==> src/logic/ov_oc_mismatch_defs.svh <==
// constants for the over-level, mismatch and trim block
`ifndef OV_OC_MISMATCH_DEFS_SVH
`define OV_OC_MISMATCH_DEFS_SVH
`define EV_OV_BIT 18
`define EV_OI_BIT 17
`define EV_MISMATCH_BIT 20
`define ST0_READY_BIT 17
`define PH_OV_LSB 9
`define PH_OI_LSB 3
`define HPF_FULL_SCALE 24'h5A7540
`define TRIM_LAG_OFFSET 10'h200
`define TRIM_LEAD_MAX 10'h17F
`define TRIM_LAG_MAX 10'h23F
`define TRIM_STEP_NS 976
`define TRIM_RATE_KHZ 1024
`define CLK_PERIOD_NS 10
`define TRIM_STEP_CYCLES ((`TRIM_STEP_NS) / (`CLK_PERIOD_NS))
`define MISMATCH_RESET 24'h000000
`define THRESH_RESET 24'h000000
`define TRIM_RESET 10'h000
`endif

==> src/logic/ov_oc_mismatch_pkg.sv <==
// types for the over-level, mismatch and trim block
package ov_oc_mismatch_pkg;
	typedef struct packed {
		logic [23:0] va;
		logic [23:0] vb;
		logic [23:0] vc;
		logic [23:0] ia;
		logic [23:0] ib;
		logic [23:0] ic;
		logic [23:0] in;
	} sample_set_s;
	typedef struct packed {
		logic [9:0] a;
		logic [9:0] b;
		logic [9:0] c;
	} trim_set_s;
endpackage

==> src/logic/ov_oc_mismatch_phase_cal.sv <==
// over-level and neutral mismatch detectors with per-phase voltage trim
`timescale 1ns/1ps
`default_nettype none
`include "ov_oc_mismatch_defs.svh"

module ov_oc_mismatch_phase_cal (
	// clock and reset
	input wire logic clk,
	input wire logic reset,
	// sample set from the datapath, one strobe per 8 kHz set
	input wire logic sample_valid,
	input var ov_oc_mismatch_pkg::sample_set_s samples,
	// register writes
	input wire logic [23:0] overvoltage_threshold,
	input wire logic [23:0] overcurrent_threshold,
	input wire logic [23:0] sum_mismatch_threshold,
	input var ov_oc_mismatch_pkg::trim_set_s per_phase_path_trim,
	input wire logic [31:0] event_mask_reg,
	input wire logic [31:0] second_mask_reg,
	input wire logic event_status_wr,
	input wire logic [31:0] event_status_wdata,
	input wire logic second_status_wr,
	input wire logic [31:0] second_status_wdata,
	input wire logic neutral_source_select,
	// register read views
	output logic [31:0] event_status_reg,
	output logic [15:0] phase_status_reg,
	output logic [31:0] second_status_reg,
	output logic [31:0] overvoltage_threshold_rd,
	output logic [31:0] overcurrent_threshold_rd,
	output logic [31:0] phase_current_sum_rd,
	output logic [31:0] sum_mismatch_threshold_rd,
	output logic [15:0] phase_a_path_trim_rd,
	output logic [15:0] phase_b_path_trim_rd,
	output logic [15:0] phase_c_path_trim_rd,
	output logic [27:0] neutral_rms_result,
	// trimmed voltage path
	output logic trim_step_tick,
	output ov_oc_mismatch_pkg::trim_set_s applied_trim,
	// interrupts
	output logic event_irq_n,
	output logic second_irq_n
);

	logic [2:0] ov_hit;
	logic [2:0] oi_hit;
	logic [2:0] overvoltage_phase_flags_ff;
	logic [2:0] overcurrent_phase_flags_ff;
	logic overvoltage_flag_ff;
	logic overcurrent_flag_ff;
	logic neutral_mismatch_flag_ff;
	logic sample_ready_flag_ff;
	logic [27:0] phase_current_sum_ff;
	logic [27:0] nxt_sum;
	logic [27:0] sum_mag;
	logic [27:0] neu_mag;
	logic [27:0] diff_mag;
	logic [27:0] lvl_ext;
	logic mismatch_hit;
	logic clr_ov;
	logic clr_oi;
	logic clr_mm;
	logic clr_rdy;
	logic [27:0] rms_ff;
	logic [6:0] step_cnt_ff;
	logic step_tick_ff;
	logic [9:0] trim_req [3];
	logic [9:0] applied_ph_ff [3];

	function automatic logic [23:0] abs24(input logic [23:0] v);
		abs24 = v[23] ? 24'(-v) : v;
	endfunction

	// lead codes up to 383 steps, lag codes 512 plus up to 63 steps
	function automatic logic trim_code_ok(input logic [9:0] code);
		trim_code_ok = (code <= `TRIM_LEAD_MAX) || ((code >= `TRIM_LAG_OFFSET) && (code <= `TRIM_LAG_MAX));
	endfunction

	// per-phase magnitude compare
	logic [23:0] vsel [3];
	logic [23:0] isel [3];
	assign vsel[0] = samples.va;
	assign vsel[1] = samples.vb;
	assign vsel[2] = samples.vc;
	assign isel[0] = samples.ia;
	assign isel[1] = samples.ib;
	assign isel[2] = samples.ic;
	genvar g;
	generate
		for (g = 0; g < 3; g++)
		begin : g_phase
			// full-scale threshold is never exceeded by in-range samples; zero is exceeded by any nonzero sample
			assign ov_hit[g] = sample_valid && (abs24(vsel[g]) > overvoltage_threshold);
			assign oi_hit[g] = sample_valid && (abs24(isel[g]) > overcurrent_threshold);
		end
	endgenerate

	assign clr_ov = event_status_wr && event_status_wdata[`EV_OV_BIT];
	assign clr_oi = event_status_wr && event_status_wdata[`EV_OI_BIT];
	assign clr_mm = event_status_wr && event_status_wdata[`EV_MISMATCH_BIT];
	assign clr_rdy = second_status_wr && second_status_wdata[`ST0_READY_BIT];

	// overvoltage flags, set wins over clear
	always_ff @(posedge clk or posedge reset)
	begin
		if (reset)
		begin
			overvoltage_flag_ff <= 1'b0;
			overvoltage_phase_flags_ff <= 3'h0;
		end
		else
		begin
			overvoltage_flag_ff <= (|ov_hit) | (overvoltage_flag_ff & ~clr_ov);
			overvoltage_phase_flags_ff <= ov_hit | (overvoltage_phase_flags_ff & {3{~clr_ov}});
		end
	end

	// overcurrent flags
	always_ff @(posedge clk or posedge reset)
	begin
		if (reset)
		begin
			overcurrent_flag_ff <= 1'b0;
			overcurrent_phase_flags_ff <= 3'h0;
		end
		else
		begin
			overcurrent_flag_ff <= (|oi_hit) | (overcurrent_flag_ff & ~clr_oi);
			overcurrent_phase_flags_ff <= oi_hit | (overcurrent_phase_flags_ff & {3{~clr_oi}});
		end
	end

	// current sum and data ready
	assign nxt_sum = 28'(signed'(samples.ia)) + 28'(signed'(samples.ib)) + 28'(signed'(samples.ic));
	always_ff @(posedge clk or posedge reset)
	begin
		if (reset)
		begin
			phase_current_sum_ff <= 28'h0000000;
			sample_ready_flag_ff <= 1'b0;
		end
		else
		begin
			if (sample_valid)
				phase_current_sum_ff <= nxt_sum;
			sample_ready_flag_ff <= sample_valid | (sample_ready_flag_ff & ~clr_rdy);
		end
	end

	// mismatch on the fresh sum
	assign sum_mag = nxt_sum[27] ? 28'(-nxt_sum) : nxt_sum;
	assign neu_mag = {4'h0, abs24(samples.in)};
	assign diff_mag = (sum_mag > neu_mag) ? 28'(sum_mag - neu_mag) : 28'(neu_mag - sum_mag);
	assign lvl_ext = 28'(signed'(sum_mismatch_threshold));
	// negative threshold always fires; zero fires on any nonzero difference
	assign mismatch_hit = sample_valid && (lvl_ext[27] || (diff_mag > lvl_ext));
	always_ff @(posedge clk or posedge reset)
	begin
		if (reset)
			neutral_mismatch_flag_ff <= 1'b0;
		else
			neutral_mismatch_flag_ff <= mismatch_hit | (neutral_mismatch_flag_ff & ~clr_mm);
	end

	// averaged magnitude of the sum, square-root-free
	always_ff @(posedge clk or posedge reset)
	begin
		if (reset)
		begin
			rms_ff <= 28'h0000000;
		end
		else if (sample_valid && neutral_source_select)
		begin
			rms_ff <= 28'(rms_ff - (rms_ff >> 8) + (sum_mag >> 8));
		end
	end

	// trim step tick every 97 clocks (970 ns)
	always_ff @(posedge clk or posedge reset)
	begin
		if (reset)
		begin
			step_cnt_ff <= 7'h00;
			step_tick_ff <= 1'b0;
		end
		else
		begin
			step_tick_ff <= (step_cnt_ff == 7'(`TRIM_STEP_CYCLES - 1));
			step_cnt_ff <= (step_cnt_ff == 7'(`TRIM_STEP_CYCLES - 1)) ? 7'h00 : 7'(step_cnt_ff + 7'h01);
		end
	end

	// trims take effect on a step boundary; out-of-range codes keep the old trim
	assign trim_req[0] = per_phase_path_trim.a;
	assign trim_req[1] = per_phase_path_trim.b;
	assign trim_req[2] = per_phase_path_trim.c;
	generate
		for (g = 0; g < 3; g++)
		begin : g_trim
			always_ff @(posedge clk or posedge reset)
			begin
				if (reset)
					applied_ph_ff[g] <= `TRIM_RESET;
				else if (step_tick_ff && trim_code_ok(trim_req[g]))
					applied_ph_ff[g] <= trim_req[g];
			end
		end
	endgenerate

	assign trim_step_tick = step_tick_ff;
	assign applied_trim = {applied_ph_ff[0], applied_ph_ff[1], applied_ph_ff[2]};
	assign neutral_rms_result = rms_ff;

	always_comb
	begin
		event_status_reg = 32'h0;
		event_status_reg[`EV_OV_BIT] = overvoltage_flag_ff;
		event_status_reg[`EV_OI_BIT] = overcurrent_flag_ff;
		event_status_reg[`EV_MISMATCH_BIT] = neutral_mismatch_flag_ff;
		phase_status_reg = 16'h0;
		phase_status_reg[`PH_OV_LSB +: 3] = overvoltage_phase_flags_ff;
		phase_status_reg[`PH_OI_LSB +: 3] = overcurrent_phase_flags_ff;
		second_status_reg = 32'h0;
		second_status_reg[`ST0_READY_BIT] = sample_ready_flag_ff;
	end

	assign overvoltage_threshold_rd = {8'h00, overvoltage_threshold};
	assign overcurrent_threshold_rd = {8'h00, overcurrent_threshold};
	assign phase_current_sum_rd = {4'h0, phase_current_sum_ff};
	assign sum_mismatch_threshold_rd = {4'h0, lvl_ext};
	assign phase_a_path_trim_rd = {6'h00, per_phase_path_trim.a};
	assign phase_b_path_trim_rd = {6'h00, per_phase_path_trim.b};
	assign phase_c_path_trim_rd = {6'h00, per_phase_path_trim.c};

	assign event_irq_n = ~((overvoltage_flag_ff & event_mask_reg[`EV_OV_BIT])
		| (overcurrent_flag_ff & event_mask_reg[`EV_OI_BIT])
		| (neutral_mismatch_flag_ff & event_mask_reg[`EV_MISMATCH_BIT]));
	assign second_irq_n = ~(sample_ready_flag_ff & second_mask_reg[`ST0_READY_BIT]);

	a_ov_flag_set: assert property (@(posedge clk) disable iff (reset)
		(|ov_hit) |=> overvoltage_flag_ff)
		else $error("ov flag not set");
	a_ov_irq_low: assert property (@(posedge clk) disable iff (reset)
		((|ov_hit) && event_mask_reg[`EV_OV_BIT]) |=> !event_irq_n)
		else $error("irq not low");
	a_ov_clear: assert property (@(posedge clk) disable iff (reset)
		(clr_ov && !(|ov_hit)) |=> (!overvoltage_flag_ff && overvoltage_phase_flags_ff == 3'h0))
		else $error("ov not cleared");
	a_oi_phase: assert property (@(posedge clk) disable iff (reset)
		oi_hit[0] |=> phase_status_reg[`PH_OI_LSB])
		else $error("oi phase missing");
	a_oi_irq_low: assert property (@(posedge clk) disable iff (reset)
		((|oi_hit) && event_mask_reg[`EV_OI_BIT]) |=> !event_irq_n)
		else $error("oi irq not low");
	a_oi_clear: assert property (@(posedge clk) disable iff (reset)
		(clr_oi && !(|oi_hit)) |=> (!overcurrent_flag_ff && overcurrent_phase_flags_ff == 3'h0))
		else $error("oi not cleared");
	a_full_scale: assert property (@(posedge clk) disable iff (reset)
		(overvoltage_threshold == `HPF_FULL_SCALE && !samples.va[23] && samples.va <= `HPF_FULL_SCALE) |-> !ov_hit[0])
		else $error("full scale hit");
	a_zero_thresh: assert property (@(posedge clk) disable iff (reset)
		(sample_valid && overcurrent_threshold == 24'h0 && samples.ia != 24'h0) |=> overcurrent_flag_ff)
		else $error("zero thresh miss");
	a_sum_store: assert property (@(posedge clk) disable iff (reset)
		sample_valid |=> (phase_current_sum_ff == $past(nxt_sum) && sample_ready_flag_ff))
		else $error("sum wrong");
	a_mm_clear: assert property (@(posedge clk) disable iff (reset)
		(clr_mm && !mismatch_hit) |=> !neutral_mismatch_flag_ff)
		else $error("mismatch not cleared");
	a_mm_zero: assert property (@(posedge clk) disable iff (reset)
		(sample_valid && sum_mismatch_threshold == 24'h0 && diff_mag != 28'h0) |=> neutral_mismatch_flag_ff)
		else $error("mismatch miss");
	a_trim_refused: assert property (@(posedge clk) disable iff (reset)
		(step_tick_ff && !trim_code_ok(trim_req[0])) |=> $stable(applied_ph_ff[0]))
		else $error("bad trim applied");
	a_rdy_clear: assert property (@(posedge clk) disable iff (reset)
		(clr_rdy && !sample_valid) |=> second_irq_n)
		else $error("ready irq stuck");

endmodule
`default_nettype wire

==> config.mk <==
export PLATFORM = sky130hd
export DESIGN_NAME = ov_oc_mismatch_phase_cal
export DESIGN_NICKNAME = d
export VERILOG_FILES = /design/src/logic/ov_oc_mismatch_pkg.sv /design/src/logic/ov_oc_mismatch_phase_cal.sv
export VERILOG_INCLUDE_DIRS = /design/src /design/src/logic
export SDC_FILE = /design/constraint.sdc
export NUM_CORES = 1
export LEC_CHECK = 0
export BUFFER_PORTS_ARGS = -buffer_cell sky130_fd_sc_hd__buf_2
export CAP_MARGIN = 20
export CORE_AREA = 2 2 277 279
export DETAILED_ROUTE_END_ITERATION = 10
export DIE_AREA = 0 0 279 281
export SLEW_MARGIN = 30
export SYNTH_ARGS = -nofsm -noshare
export SYNTH_HDL_FRONTEND = slang
export SYNTH_SLANG_ARGS = --single-unit
==> constraint.sdc <==
create_clock -name clk -period 5 [get_ports clk]
set_clock_uncertainty 0.05 [all_clocks]
set_input_delay 0.5 -clock clk [delete_from_list [all_inputs] [get_ports clk]]
set_output_delay 0.5 -clock clk [all_outputs]
set_load 0.05 [all_outputs]
==> metrics.csv <==
metric,value,unit
cts_tree,yes,
fin_crit,7680,ps
core,75400,µm²
dieHeight,281,µm
synth_cells,2419,
portBuffers,488,
drt-initial-drc-count,859,
place.gp.congestion,0.978,
cts_hold_buf,0,
cts_sinks,102,
die_x,279,µm
synth_top_area_frac,0.182,
cp_max_fo,5,
nNetsFinal,3977,
status,"finished, violations left",
yosys-top-cells-count,"ha_1 (283), inv_1 (232), buf_4 (225), xnor2_1 (187), nand2_1 (167)",
synth_area_leaders,"ha_1 (18%), dfrtp_1 (13%), buf_4 (8.7%), xnor2_1 (8.4%), fa_1 (4.8%)",
place_inst,4175,
p_leak,13.6,nW
route.detailed.wl_per_inst,16.8,µm
worst-path-buf-inv,7,
clock_path_buffers,2,
rsz0062_at_grt,true,
hold_path_class,in -> async,
drt-vias-per-instance,4.64,
firstDrtPassIters,5,
endpoint_kind,flip-flop,
max_freq,0.130,GHz
drive_above_1_share,0.363,
syn_area_per_cell,8.04,µm²
worst_path_dominant_cell_family,compound AO/OA/AOI/OAI gates,
irDropWorstVdd,0.648,mV
worst_slew_pin_slew,767,ps
dr_wl_met2,34600,µm
period_share,1.54,
antenna_left,0,
antenna_found_initial,14,
setup_violations,26,
clk_pin_slew,100,ps
wl,71400,µm
hpwl,62000,µm
htreeDepth,3,
synth_most_common_cell,ha_1,
cap_viol_max_count,0,
highest_layer,met5,
grt-ovfl-total,0,
std_cell_rows,101,
synthesis.area,19400,µm²
path_common_cell,buf_4,
fin_cells,4240,
ys_warn_count,0,
grt_pass1_wl,109000,µm
grt_pass1_vias,19600,
hold_viol,0,
vias,19700,
cp_slowest_cell,fa_1,
route.detailed.drc,0,
yosysSeqAreaShare,0.131,
synth_enable_flop_cells,0,
dieArea,78400,µm²
grt_start_max_net_pins,56,
slew_headroom,0.485,
crit_type,in -> reg,
critPathLaunchType,input pin,
cts_buffers,9,
clk-insertion-delay-late,400,ps
clock-root-buffer,clkbuf_16,
dr_wl_met3,3870,µm
async_flop_share,1.00,
io_pins,721,
whs,44.1,ps
violations,setup timing,
synth.distinct_cells,86,
finalWorstSetupSlack,-2680,ps
synth-seq-cells,102,
yosys.area.top_type,ha_1,
cpPeakStageDelay,570,ps
dominantRegCellSynth,dfrtp_1,
wl_met1,29900,µm
grt.total_usage,0.179,
crit_arrival,7900,ps
start_util,0.258,
syn_to_final_growth,36.4,%
powerDensity,704,nW/µm²
critPathRequiredTime,5230,ps
drv_slew,0,
[state kept, by name, indices dropped and copies added, names as in the netlist, 3 cells and up]
register and flops:
overvoltage_phase_flags_ff 3, applied_trim 30, neutral_rms_result 28, step_cnt_ff 7, overcurrent_phase_flags_ff 3, phase_current_sum_ff 26
[worst paths after layout]
| path | cells after the start | slack, ps | from | to |
|---|---|---|---|---|
| worst max-delay path | 40 | -2680 | samples[80] | neutral_mismatch_flag_ff$_DFF_PP0_ |
| worst min-delay path | 2 | 40 | reset | applied_trim[10]$_DFFE_PP0P_ |
| worst max register to register | 16 | 1050 | neutral_rms_result[9]$_DFFE_PP0P_ | neutral_rms_result[25]$_DFFE_PP0P_ |
| worst min register to register | 2 | 430 | overcurrent_phase_flags_ff[2]$_DFF_PP0_ | overcurrent_phase_flags_ff[2]$_DFF_PP0_ |
| max in group asynchronous | 3 | 3820 | reset | phase_current_sum_ff[1]$_DFFE_PP0P_ |
| min in group clk | 2 | 290 | per_phase_path_trim[4] | applied_trim[4]$_DFFE_PP0P_ |
[timing repair]
item,CTS,global route
pin swaps,84,77
hold endpoints to repair,0,0
setup endpoints to repair,26,27
setup buffers,26,15
resized for setup,101,67
[cell families (layout without fill, tap and decap cells)]
family                     Yosys count  in the layout  share of synthesized area
AOI/OAI and AO/OA                  591            591                      0.195
buffers and inverters              506           1223                      0.143
xor gates and xnor gates           235            235                      0.106
and+or+nand+nor                    585            585                      0.156
muxes                               68             68                     0.0379
DFF                                102            102                      0.131
adders and majority gates          330            330                      0.231
other                                2            128                   0.000386
[layout make-up]
type                    instances  area [µm²]
inverters                     232         888
clock buffers                   9         225
clock inverters                 7        86.3
multi-input cells            1923       15300
repair buffers                975        6260
well taps                     978        1220
flip-flops and latches        102        2550
fillers                      7852       48900
diodes                         14        35.0
[where the power goes]
group | internal (W) | switching, W
clock network | 0.000361 | 0.000448
logic | 0.00815 | 0.00839
registers | 0.00105 | 0.000283
total | 0.00957 | 0.00912
[placed cells by master (no fill, tap or decap), types with 36 or more instances in the layout]
cell / instances
a21o_1: 73
a21oi_1: 131
buf_2: 483
buf_4: 459
conb_1: 114
dfrtp_1: 102
fa_1: 44
ha_1: 273
inv_1: 223
mux2_2: 44
nand2_1: 165
nand2b_1: 52
nand3_1: 39
nand4_1: 44
nor2_1: 91
o21ai_0: 118
o21ai_1: 39
o31ai_1: 36
xnor2_1: 172
xor2_1: 45
[metal layers]
metal  vias up  GRT usage
li1       9814          -
met1      9203      0.209
met5         -          0
met2       558      0.314
met3       110     0.0339
met4         2     0.0820
[per-stage QoR]
step	total power (W)	setup TNS [ps]	util	setup WS (ps)	instance area, µm²
floorplan	0.0101	-23380	-	-3050	20100
global placement	0.0153	-44510	0.335	-3320	25300
detailed placement	0.0154	-45750	0.335	-3450	25300
CTS	0.0178	-27780	0.346	-2680	26100
global route	0.0204	-38340	0.351	-3090	26500
finish	0.0187	-32330	0.352	-2680	26500
No activity file was read; power rests on OpenSTA's default activity.
